**src/core/serial_memory_cfg.svh**
```systemverilog
// Operation
// - array is 128 sectors of 128 KB, reached by 24-bit byte addresses
// - array splits into 64-byte pages, the unit of one page program
// - page write either clears bits only or alters bits both ways
// - erase sets every bit of one addressed sector to one
// - sector n spans n times 20000h up to the next boundary minus one
// - first input bit is taken on the first rising clock after select falls
// - opcode arrives msb first, each bit latched on a rising clock edge
// - every transaction opens with the opcode, then its fixed byte counts
// - read opcodes end in an output phase that select may end at any bit
// - write-type opcodes execute only if select rises on a byte boundary
// - array access is ignored while an internal write cycle runs
// - opcode 06h sets the write latch and carries no further bytes
// - 01h takes exactly one data byte, 04h takes no further bytes
// - 03h takes three address bytes, then returns data while selected
// - 0Bh takes three address bytes and a dummy, then returns data
// - 05h repeats the status byte, 9Fh returns up to three id bytes
// - 02h, 22h, D1h take three address bytes then 1 to 64 data bytes
// - D8h takes three address bytes naming the sector to erase
// - while busy only status read is accepted, all others ignored
// - write latch clears at reset and on write disable, status write, program, erase
// - each output bit is driven at the falling clock edge
`ifndef SERIAL_MEMORY_CFG_SVH
`define SERIAL_MEMORY_CFG_SVH

`define OP_WRITE_ENABLE   8'h06
`define OP_WRITE_DISABLE  8'h04
`define OP_READ_ID        8'h9f
`define OP_READ_STATUS    8'h05
`define OP_WRITE_STATUS   8'h01
`define OP_READ_DATA      8'h03
`define OP_QUICK_READ     8'h0b
`define OP_PROGRAM_LEGACY 8'h02
`define OP_PROGRAM_ALTER  8'h22
`define OP_PROGRAM_ONES   8'hd1
`define OP_BLOCK_WIPE     8'hd8

`define ADDR_BYTES        2'h3
`define SECTOR_COUNT      128
`define SECTOR_BITS       17
`define PAGE_BYTES        7'h40
`define STATUS_WR_MASK    8'hfc
`define ID_BYTES          2'h3

`define CLK_PERIOD_NS     100
`define STATUS_WR_TIME_NS 1000
`define STATUS_WR_CYCLES  (((`STATUS_WR_TIME_NS) + (`CLK_PERIOD_NS) - 1) / (`CLK_PERIOD_NS))

`endif

```
**src/core/serial_memory_pkg.sv**
```systemverilog
package serial_memory_pkg;

	typedef enum logic [2:0] {
		AK_READ,
		AK_PROGRAM,
		AK_BITWRITE,
		AK_PROGRAM_ONES,
		AK_SECTOR_ERASE
	} array_kind_t;

	typedef struct packed {
		logic        valid;
		array_kind_t kind;
		logic [23:0] addr;
		logic [7:0]  data;
		logic        last;
	} array_cmd_t;

	typedef struct packed {
		logic       rd_valid;
		logic [7:0] rd_data;
		logic       done;
	} array_rsp_t;

	typedef struct packed {
		logic sel_n;
		logic sclk;
		logic in_bit_line;
	} spi_pins_t;

endpackage

```
**src/core/page_buffer.sv**
```systemverilog
`timescale 1ns/1ps
`default_nettype none

module page_buffer (
	// clock
	input  wire logic       clk_sys,
	// write side
	input  wire logic       wr_en,
	input  wire logic [5:0] wr_col,
	input  wire logic [7:0] wr_data,
	// read side, one cycle latency
	input  wire logic [5:0] rd_col,
	output logic      [7:0] rd_data
);

	// one page of staged bytes; contents need no reset, only written columns are replayed
	logic [7:0] mem [0:63];

	always_ff @(posedge clk_sys) begin
		if (wr_en) begin
			mem[wr_col] <= wr_data;
		end
	end

	always_ff @(posedge clk_sys) begin
		rd_data <= mem[rd_col];
	end

endmodule

`default_nettype wire

```
**src/core/serial_memory_command_port.sv**
```systemverilog
`timescale 1ns/1ps
`default_nettype none
`include "serial_memory_cfg.svh"

module serial_memory_command_port #(
	parameter logic [7:0] ID_BYTE0 = 8'h5a, // arbitrary
	parameter logic [7:0] ID_BYTE1 = 8'h3c, // arbitrary
	parameter logic [7:0] ID_BYTE2 = 8'h18  // arbitrary
) (
	// clock and reset
	input  wire logic                          clk_sys,
	input  wire logic                          sys_rst,
	// serial pins
	input  wire serial_memory_pkg::spi_pins_t  spi_pins,
	output logic                               out_bit_line,
	output logic                               out_oe_n,
	// array side
	output serial_memory_pkg::array_cmd_t      array_cmd,
	input  wire serial_memory_pkg::array_rsp_t array_rsp,
	// status
	output logic                               write_latch_flag,
	output logic                               write_busy_flag
);
	import serial_memory_pkg::*;

	typedef enum logic [2:0] {ST_CMD, ST_ADDR, ST_DUMMY, ST_WDATA, ST_DONE, ST_OUT, ST_IGNORE} state_t;

	spi_pins_t   sync1_reg, sync2_reg, prev_reg;
	state_t      state_reg;
	logic [2:0]  bit_cnt_reg;
	logic [6:0]  shift_reg;
	logic [7:0]  opcode_reg;
	logic [1:0]  addr_cnt_reg;
	logic [23:0] addr_reg;
	logic [5:0]  col_reg;
	logic [6:0]  wcount_reg;
	logic [7:0]  status_wdata_reg;
	logic [7:0]  pre_reg;
	logic [6:0]  out_shift_reg;
	logic [2:0]  out_cnt_reg;
	logic [1:0]  id_idx_reg;
	logic [5:0]  st_bits_reg;
	logic [3:0]  timer_reg;
	logic [6:0]  prog_left_reg;
	logic [5:0]  prog_col_reg;
	logic        pend_reg, pend_last_reg;
	logic [5:0]  pend_col_reg;
	logic [7:0]  buf_rdata;

	logic        sclk_rise, sclk_fall, sel_rise, byte_done, commit_ok, rd_first, rd_next, buf_we;
	logic [7:0]  in_byte;
	logic [7:0]  status_byte;

	function automatic logic is_prog(input logic [7:0] op);
		return op == `OP_PROGRAM_LEGACY || op == `OP_PROGRAM_ALTER || op == `OP_PROGRAM_ONES;
	endfunction

	function automatic array_kind_t prog_kind(input logic [7:0] op);
		unique case (op)
			`OP_PROGRAM_ALTER: return AK_BITWRITE;
			`OP_PROGRAM_ONES:  return AK_PROGRAM_ONES;
			default:           return AK_PROGRAM;
		endcase
	endfunction

	// opcode decode; gated by busy and by the write latch
	function automatic state_t decode(input logic [7:0] op, input logic busy, input logic latch);
		if (busy && op != `OP_READ_STATUS) begin
			return ST_IGNORE;
		end
		unique case (op)
			`OP_WRITE_ENABLE, `OP_WRITE_DISABLE: return ST_DONE;
			`OP_READ_STATUS, `OP_READ_ID:        return ST_OUT;
			`OP_READ_DATA, `OP_QUICK_READ:       return ST_ADDR;
			`OP_WRITE_STATUS:                    return latch ? ST_WDATA : ST_IGNORE;
			`OP_PROGRAM_LEGACY, `OP_PROGRAM_ALTER, `OP_PROGRAM_ONES, `OP_BLOCK_WIPE:
				return latch ? ST_ADDR : ST_IGNORE;
			default:                             return ST_IGNORE;
		endcase
	endfunction

	// pins cross into clk_sys through two flops; edges found against a third
	always_ff @(posedge clk_sys) begin
		if (sys_rst) begin
			sync1_reg <= 3'h4;
			sync2_reg <= 3'h4;
			prev_reg  <= 3'h4;
		end else begin
			sync1_reg <= spi_pins;
			sync2_reg <= sync1_reg;
			prev_reg  <= sync2_reg;
		end
	end

	assign sclk_rise   = !sync2_reg.sel_n && sync2_reg.sclk && !prev_reg.sclk;
	assign sclk_fall   = !sync2_reg.sel_n && !sync2_reg.sclk && prev_reg.sclk;
	assign sel_rise    = sync2_reg.sel_n && !prev_reg.sel_n;
	assign in_byte     = {shift_reg, sync2_reg.in_bit_line};
	assign byte_done   = sclk_rise && bit_cnt_reg == 3'h7;
	assign status_byte = {st_bits_reg, write_latch_flag, write_busy_flag};
	assign buf_we      = byte_done && state_reg == ST_WDATA && is_prog(opcode_reg);
	assign rd_first    = byte_done && ((state_reg == ST_ADDR && addr_cnt_reg == 2'h2 &&
		opcode_reg == `OP_READ_DATA) || state_reg == ST_DUMMY);
	assign rd_next     = sclk_fall && state_reg == ST_OUT && out_cnt_reg == 3'h0 &&
		(opcode_reg == `OP_READ_DATA || opcode_reg == `OP_QUICK_READ);
	// write-type opcodes run only when select rises on a byte boundary
	assign commit_ok   = sel_rise && bit_cnt_reg == 3'h0 && (state_reg == ST_DONE ||
		(state_reg == ST_WDATA && is_prog(opcode_reg) && wcount_reg != 7'h0));

	// input shifter and instruction sequencing
	always_ff @(posedge clk_sys) begin
		if (sys_rst || sync2_reg.sel_n) begin
			state_reg   <= ST_CMD;
			bit_cnt_reg <= 3'h0;
		end else if (sclk_rise) begin
			bit_cnt_reg <= bit_cnt_reg + 3'h1;
			if (bit_cnt_reg == 3'h7) begin
				unique case (state_reg)
					ST_CMD:    state_reg <= decode(in_byte, write_busy_flag, write_latch_flag);
					ST_ADDR: begin
						if (addr_cnt_reg == 2'h2) begin
							if (opcode_reg == `OP_QUICK_READ) begin
								state_reg <= ST_DUMMY;
							end else if (opcode_reg == `OP_READ_DATA) begin
								state_reg <= ST_OUT;
							end else if (opcode_reg == `OP_BLOCK_WIPE) begin
								state_reg <= ST_DONE;
							end else begin
								state_reg <= ST_WDATA;
							end
						end
					end
					ST_DUMMY:  state_reg <= ST_OUT;
					ST_WDATA:  state_reg <= (opcode_reg == `OP_WRITE_STATUS) ? ST_DONE : ST_WDATA;
					ST_DONE:   state_reg <= ST_IGNORE;
					ST_OUT, ST_IGNORE: state_reg <= state_reg;
				endcase
			end
		end
	end

	// byte assembly, address and page column capture
	always_ff @(posedge clk_sys) begin
		if (sys_rst) begin
			shift_reg     <= 7'h0;
			opcode_reg    <= 8'h0;
			addr_cnt_reg  <= 2'h0;
			addr_reg      <= 24'h0;
			col_reg       <= 6'h0;
			wcount_reg    <= 7'h0;
			status_wdata_reg <= 8'h0;
		end else if (sclk_rise) begin
			shift_reg <= in_byte[6:0];
			if (bit_cnt_reg == 3'h7) begin
				if (state_reg == ST_CMD) begin
					opcode_reg   <= in_byte;
					addr_cnt_reg <= 2'h0;
					wcount_reg   <= 7'h0;
				end
				if (state_reg == ST_ADDR) begin
					addr_reg     <= {addr_reg[15:0], in_byte};
					addr_cnt_reg <= addr_cnt_reg + 2'h1;
					col_reg      <= in_byte[5:0];
				end
				if (state_reg == ST_WDATA) begin
					status_wdata_reg <= in_byte;
					col_reg       <= col_reg + 6'h1;
					if (wcount_reg != `PAGE_BYTES) begin
						wcount_reg <= wcount_reg + 7'h1;
					end
				end
			end
		end else if (rd_next) begin
			addr_reg <= addr_reg + 24'h1;
		end
	end

	page_buffer u_page_buffer (
		.clk_sys (clk_sys),
		.wr_en   (buf_we),
		.wr_col  (col_reg),
		.wr_data (in_byte),
		.rd_col  (prog_col_reg),
		.rd_data (buf_rdata)
	);

	// next output byte is staged ahead of the falling edge that needs it
	always_ff @(posedge clk_sys) begin
		if (sys_rst) begin
			pre_reg    <= 8'h0;
			id_idx_reg <= 2'h0;
		end else begin
			if (state_reg != ST_OUT) begin
				id_idx_reg <= 2'h0;
			end else if (sclk_fall && out_cnt_reg == 3'h0 && id_idx_reg != `ID_BYTES) begin
				id_idx_reg <= id_idx_reg + 2'h1;
			end
			if (opcode_reg == `OP_READ_STATUS) begin
				pre_reg <= status_byte;
			end else if (opcode_reg == `OP_READ_ID) begin
				unique case (id_idx_reg)
					2'h0:    pre_reg <= ID_BYTE0;
					2'h1:    pre_reg <= ID_BYTE1;
					2'h2:    pre_reg <= ID_BYTE2;
					default: pre_reg <= 8'h0;
				endcase
			end else if (array_rsp.rd_valid) begin
				pre_reg <= array_rsp.rd_data;
			end
		end
	end

	// output shifter, shifts only on falling clock; floats and clears once select is high or state leaves ST_OUT
	always_ff @(posedge clk_sys) begin
		// float as soon as select is seen high, not a cycle later when the state drops
		if (sys_rst || sync2_reg.sel_n || state_reg != ST_OUT) begin
			out_oe_n      <= 1'h1;
			out_bit_line  <= 1'h0;
			out_shift_reg <= 7'h0;
			out_cnt_reg   <= 3'h0;
		end else if (sclk_fall) begin
			out_oe_n    <= 1'h0;
			out_cnt_reg <= out_cnt_reg + 3'h1;
			if (out_cnt_reg == 3'h0) begin
				out_bit_line  <= pre_reg[7];
				out_shift_reg <= pre_reg[6:0];
			end else begin
				out_bit_line  <= out_shift_reg[6];
				out_shift_reg <= {out_shift_reg[5:0], 1'h0};
			end
		end
	end

	// write latch, busy and status bits; nothing here can start while busy
	always_ff @(posedge clk_sys) begin
		if (sys_rst) begin
			write_latch_flag <= 1'h0;
			write_busy_flag  <= 1'h0;
			st_bits_reg      <= 6'h0;
			timer_reg        <= 4'h0;
		end else if (commit_ok) begin
			write_latch_flag <= opcode_reg == `OP_WRITE_ENABLE;
			write_busy_flag  <= opcode_reg != `OP_WRITE_ENABLE && opcode_reg != `OP_WRITE_DISABLE;
			if (opcode_reg == `OP_WRITE_STATUS) begin
				st_bits_reg <= status_wdata_reg[7:2] & 6'(`STATUS_WR_MASK >> 2);
				timer_reg   <= 4'(`STATUS_WR_CYCLES);
			end
		end else if (timer_reg != 4'h0) begin
			timer_reg <= timer_reg - 4'h1;
			if (timer_reg == 4'h1) begin
				write_busy_flag <= 1'h0;
			end
		end else if (array_rsp.done) begin
			write_busy_flag <= 1'h0;
		end
	end

	// program engine replays the staged page one byte per cycle
	always_ff @(posedge clk_sys) begin
		if (sys_rst) begin
			prog_left_reg <= 7'h0;
			prog_col_reg  <= 6'h0;
			pend_reg      <= 1'h0;
			pend_col_reg  <= 6'h0;
			pend_last_reg <= 1'h0;
		end else if (commit_ok && is_prog(opcode_reg)) begin
			prog_left_reg <= wcount_reg;
			prog_col_reg  <= col_reg - 6'(wcount_reg);
			pend_reg      <= 1'h0;
		end else begin
			pend_reg      <= prog_left_reg != 7'h0;
			pend_col_reg  <= prog_col_reg;
			pend_last_reg <= prog_left_reg == 7'h1;
			if (prog_left_reg != 7'h0) begin
				prog_left_reg <= prog_left_reg - 7'h1;
				prog_col_reg  <= prog_col_reg + 6'h1;
			end
		end
	end

	// array command port
	always_ff @(posedge clk_sys) begin
		if (sys_rst) begin
			array_cmd <= '0;
		end else begin
			array_cmd <= '0;
			if (pend_reg) begin
				array_cmd <= {1'h1, prog_kind(opcode_reg), addr_reg[23:6], pend_col_reg, buf_rdata,
					pend_last_reg};
			end else if (commit_ok && opcode_reg == `OP_BLOCK_WIPE) begin
				array_cmd <= {1'h1, AK_SECTOR_ERASE, addr_reg[23:`SECTOR_BITS], 17'h0, 8'hff, 1'h1};
			end else if (rd_first) begin
				array_cmd <= {1'h1, AK_READ, (state_reg == ST_DUMMY) ? addr_reg : {addr_reg[15:0], in_byte},
					8'h0, 1'h1};
			end else if (rd_next) begin
				array_cmd <= {1'h1, AK_READ, addr_reg + 24'h1, 8'h0, 1'h1};
			end
		end
	end
endmodule

`default_nettype wire

```
**config.mk**
```make
export PLATFORM = sky130hd
export DESIGN_NAME = serial_memory_command_port
export DESIGN_NICKNAME = d
export VERILOG_FILES = /design/src/core/serial_memory_pkg.sv /design/src/core/page_buffer.sv /design/src/core/serial_memory_command_port.sv
export VERILOG_INCLUDE_DIRS = /design/src /design/src/core
export SDC_FILE = /design/constraint.sdc
export NUM_CORES = 1
export LEC_CHECK = 0
export BUFFER_PORTS_ARGS = -buffer_cell sky130_fd_sc_hd__buf_2
export CAP_MARGIN = 20
export CORE_ASPECT_RATIO = 0.7
export CORE_MARGIN = 4
export CORE_UTILIZATION = 40
export DETAILED_ROUTE_END_ITERATION = 16
export PLACE_DENSITY_LB_ADDON = 0.12
export SLEW_MARGIN = 0
export SYNTH_ARGS = -nofsm -noshare
export SYNTH_HDL_FRONTEND = slang
export SYNTH_SLANG_ARGS = --single-unit
```
**constraint.sdc**
```tcl
create_clock -name clk_sys -period 3.5 [get_ports clk_sys]
set_input_delay 0.35 -clock clk_sys [delete_from_list [all_inputs] [get_ports clk_sys]]
set_output_delay 0.35 -clock clk_sys [all_outputs]
set_load 0.01 [all_outputs]
```
Word level (Yosys, flattened, before mapping):

Memories as Yosys holds them, arrays and structs flattened. A register that Yosys moved wholly into a read port is not among the register bits.
Index checks and enable logic that the tools add are counted.

* add/subtract/negate cells: 11
* equality and inequality tests: 44
* mux-type cells: 52
* bitwise gates (word level): 1
* reductions and logical operators: 66

Operators by type and width (number)
* 37-bit two-way mux: 4
* 24-bit two-way mux: 5
* 8-bit equality test, second input constant: 6
* 7-bit two-way mux: 6
* 8-bit by 3-bit equality test with 1-bit output, second input constant: 5
* 8-bit by 2-bit equality test with 1-bit output, second input constant: 4
* 3-bit one-hot mux with 5 select lines: 2
* 3-bit two-way mux: 9
* 24-bit by 1-bit adder with 24-bit output, second input constant: 1
* 1-bit logical AND: 24
* 6-bit two-way mux: 4
* 8-bit two-way mux: 3
* 8-bit by 3-bit inequality test with 1-bit output, second input constant: 3
* 7-bit one-hot mux with 3 select lines: 1
* 8-bit by 1-bit equality test with 1-bit output, second input constant: 2
* 8-bit by 4-bit equality test with 1-bit output, second input constant: 2
* 8-bit by 6-bit equality test with 1-bit output, second input constant: 2
* 3-bit AND reduction: 5
* 7-bit nonzero test: 2
* 6-bit by 1-bit adder with 6-bit output, second input constant: 2
* 3-bit equality test, second input constant: 4
* 1-bit two-way mux: 12
* 4-bit two-way mux: 3
* 2-bit OR reduction: 6
* 30 further kinds: 57

* register bits: 168
* memory bits (writable): 512
* bits of input ports: 15
* output and inout bits: 41
* word-level logic and storage cells: 212
* memories kept: 1

Memory list
* u_page_buffer.mem: depth 64, width 8, rd ports 1, clocked after Yosys merged registers in 1, wr ports 1, RTL line page_buffer.sv:17 `logic [7:0] mem [0:63];`

Longest topological paths before layout:

* word-level depth: 10
* mapped depth: 10
* gate-level depth less buffers: 8

Modules after synthesis:

Synthesis repeated with hierarchy kept, for this count alone.

* cell total of the unflattened synthesis: 2072
* area total of the unflattened synthesis: 29020.3 sq um

By module, submodules not included
* page_buffer: instances 1, cells each 998, area an instance 20317.0 sq um, sequential area each 15534.9 sq um
* serial_memory_command_port: instances 1, cells each 1074, area an instance 8703.3 sq um, sequential area each 3323.2 sq um

Worst setup path before layout:

OpenSTA, ideal clock, no wires.

* path kind: register to register
* from: register bit_cnt_reg[0]
* to: memory u_page_buffer.mem[18][0], enable pin
* library setup time: 0.395 ns
* arrival: 2.592 ns
* required time: 3.105 ns
* slack: 0.513 ns
* cell stages (with the launch flop): 11
* path buffers: 2
* clock period less this slack: 2.987 ns
* cell sequence: dfxtp_1 ha_1 ha_1 nand4bb_1 clkbuf_1 nor2_1 nand2_1 buf_2 nor2_2 nand3_1 nor4_1

* longest elaborated chain between the ends: 6

RTL lines
* start: declaration: RTL line serial_memory_command_port.sv:30 `logic [2:0] bit_cnt_reg;`
* start signal: assignment: RTL line serial_memory_command_port.sv:116 `bit_cnt_reg <= bit_cnt_reg + 3'h1;`
* 3-bit equality test: RTL line serial_memory_command_port.sv:99 `assign byte_done = sclk_rise && bit_cnt_reg == 3'h7;`
* 1-bit logical AND: RTL line serial_memory_command_port.sv:99
* 1-bit logical AND (2 in a row): RTL line serial_memory_command_port.sv:101 `assign buf_we = byte_done && state_reg == ST_WDATA && is_prog(opcode_reg);`
* 1-bit two-way mux: RTL line page_buffer.sv:20 `if (wr_en) begin`
* 1-bit two-way mux (implied by the code): RTL line page_buffer.sv:21 `mem[wr_col] <= wr_data;`
* end: declaration: RTL line page_buffer.sv:17

Every way passes these cells.

==> qor.csv <==
stage,metric,value,unit
clock_network,clkLatencyLatePin,0.62,ns
clock_network,cts_tree,yes,
global_routing,globalRouteOverflowTotal,0,
synthesis,synthArstFlopShare,0,
drt,drt_iter0_drc,1981,
synthesis,synthesis.area,29000,um^2
cells_and_area,synthToLayoutAreaGrowth,14.1,%
cells_and_area,fin_area,33000,um^2
drt,drt-met1-wl,39800,um
synthesis,seq_area_frac_synth,0.651,
cells_and_area,final_common_cell,edfxtp_1,
worst_setup_path,crit_start,prog_col_reg[0]$_SDFFE_PP0P_,
drt,vias,18500,
timing,grt_setup_unrepaired,no,
drt,dr.pass1.iters,6,
floorplan,rows,82,
synthesis,yosysTopAreaCell,edfxtp_1,
drt,met3WireLength,7930,um
synthesis,synth.top_cell.area_share,0.531,
clock_network,cts.clk_slew.worst_paths,0.06,ns
drt,drc,0,
floorplan,core,71600,um^2
power,p_per_area,576,nW/um^2
timing,worstMarginPinSlew,1.07,ns
power,ir_worst_vdd,506,uV
synthesis,syn_area_per_cell,14.1,um^2
global_routing,grt_max_degree,69,
timing,fin_setup_tns,0,ns
synthesis,synth_edf_count,512,
timing,finalHoldViolCount,0,
worst_setup_path,r2r_end,u_page_buffer.rd_data[6]$_DFF_P_,
clock_network,cts.sinks,686,
worst_setup_path,reg2reg_depth,5,
worst_setup_path,r2r_start,prog_col_reg[0]$_SDFFE_PP0P_,
synthesis,synthDistinctLibCells,97,
floorplan,io_pins,56,
worst_setup_path,r2r_slack,0.43,ns
run_status,status,finished clean,
global_routing,grt_pass1_wl,121000,um
placement,io_buffers,55,
power,power_leakage,11.0,nW
clock_network,cts-root-buf,clkbuf_16,
drt,totalWireLength,82000,um
synthesis,synth.area.top_cells,"edfxtp_1 53%, dfxtp_1 12%, mux4_2 7.9%",
floorplan,dieWidth,330,um
placement,place.gp.congestion,0.847,
synthesis,ys_ff_latch,686,
floorplan,initial_core_util,0.404,
drt,dr.max_layer_used,met4,
job,maxCapViolCount,0,
drt,vias_per_cell,5.78,
drt,dr_wl_met2,32900,um
cells_and_area,fin_cells,3193,
cells_and_area,largest_reg_flops,512,
cells_and_area,final_cell_mix,"512 x edfxtp_1, 188 x nor2_1, 163 x dfxtp_1",
worst_setup_path,path_class,register to register,
timing,max-slew-margin-rel,0.284,
synthesis,synthFlopType,edfxtp_1,
worst_setup_path,setup.worst_path.end_class,register,
cells_and_area,fin_util,0.461,
global_routing,grt_use_total,0.214,
timing,period_minus_slack,3.07,ns
worst_setup_path,crit_path_max_fanout,24,
clock_network,h-tree-depth,3,
cells_and_area,drive_gt1_frac,0.201,
cells_and_area,fin_nets,2216,
floorplan,die_area,76800,um^2
timing,holdWs,0.146,ns
worst_setup_path,cp-start-kind,register,
synthesis,synth_warnings,0,
placement,dp_cells,3065,
placement,dpl_cell_area,30900,um^2
clock_network,post-cts-setup-buffers,0,
global_routing,antenna_found_initial,0,
timing,setup_viol,0,
synthesis,syn_inst,2059,
drt,wl_per_cell,25.7,um
timing,finalCritPeriodShare,0.876,
timing,finClkSkew,0.0213,ns
worst_setup_path,endpoint,u_page_buffer.rd_data[6]$_DFF_P_,
drt,ant_nets,0,
clock_network,numCtsBuffers,69,
timing,fmax,326,MHz
clock_network,clock_path_buffers,3,
hold_path,worstHoldPathType,input port to register,
timing,slew_viol_final,0,
worst_setup_path,required,4.01,ns
placement,dp_hpwl,54400,um
worst_setup_path,cp.arrival,3.58,ns
global_routing,first_global_vias,17600,
synthesis,synth_fp_nets,2100,
floorplan,die_y,233,um
[logic make-up after synthesis]
kind of cell,count (synthesis),synth area share
buf+inv,183,0.0282
fa+ha+maj,27,0.0118
simple gates,546,0.0930
compound gates,375,0.0889
flops,686,0.651
xor+xnor,32,0.00968
mux,210,0.117
[worst max-delay path: stages (launching register included)]
cell and delay, ns:
dfxtp_4 0.66, buf_12 0.29, mux4_2 0.55, a211oi_1 0.81, a22oi_1 0.39, and3_1 0.25
[where the power goes]
part | switching, W | internal, W | total [W] | leakage [nW]
Combinational | 0.00153 | 0.00139 | 0.00291 | 3.71
Clock | 0.00315 | 0.00394 | 0.00710 | 1.01
Sequential | 0.000228 | 0.00880 | 0.00903 | 6.27
[routing by layer]
layer,GRT usage,up-vias
met4,0.0438,0
met2,0.281,741
met3,0.0689,99
met1,0.340,9445
li1,-,8171
met5,0,-
[synth_stat cells (15+ instances only)]
library cell	number
a21oi_1	113
o21ai_0	38
o221ai_1	18
nand3_1	57
mux2i_1	99
nor3_1	20
and3_1	15
xnor2_1	20
clkbuf_1	77
a21o_1	15
nor2_1	189
nor2b_1	22
nand4_1	17
mux4_2	102
edfxtp_1	512
dfxtp_1	174
a22oi_1	27
or3_1	15
buf_2	40
a211oi_1	22
ha_1	25
nand2_1	132
inv_1	37
[worst min-delay path by stage]
stage	start	to	slack, ns	depth (start not counted)
after floorplan	sync1_reg[2]$_SDFF_PP1_	sync2_reg[2]$_SDFF_PP1_	0.39	1
after global placement	sync1_reg[2]$_SDFF_PP1_	sync2_reg[2]$_SDFF_PP1_	0.41	1
after detailed placement	sync1_reg[2]$_SDFF_PP1_	sync2_reg[2]$_SDFF_PP1_	0.41	1
after CTS	array_rsp[5]	pre_reg[4]$_SDFFE_PP0P_	0.10	4
after global routing	sys_rst	wcount_reg[0]$_SDFFE_PP0P_	0.15	2
final	array_rsp[5]	pre_reg[4]$_SDFFE_PP0P_	0.15	4
[cell type report]
cell class,instances,area [um^2]
multi-input combinational,1190,9320
clock inverter,34,246
fill,6417,38600
timing repair buffer,191,1380
sequential,686,18900
inverter,37,139
antenna,2,5.00
clock buffer,87,1870
tap,966,1210
[stage by stage]
step                setup slack, ns  total power, W
finish                        0.434          0.0190
global route                  0.319          0.0198
global placement              0.311          0.0121
floorplan                     0.513          0.0112
CTS                           0.292          0.0192
detailed placement            0.275          0.0121
[what timing repair did]
| item | 4_1_cts | 5_1_grt |
|---|---|---|
| gates resized for setup | 0 | 0 |
| endpoints found under the hold margin | 3 | 0 |
| hold buffers | 3 | 0 |
Power figures use the tool's default switching activity.
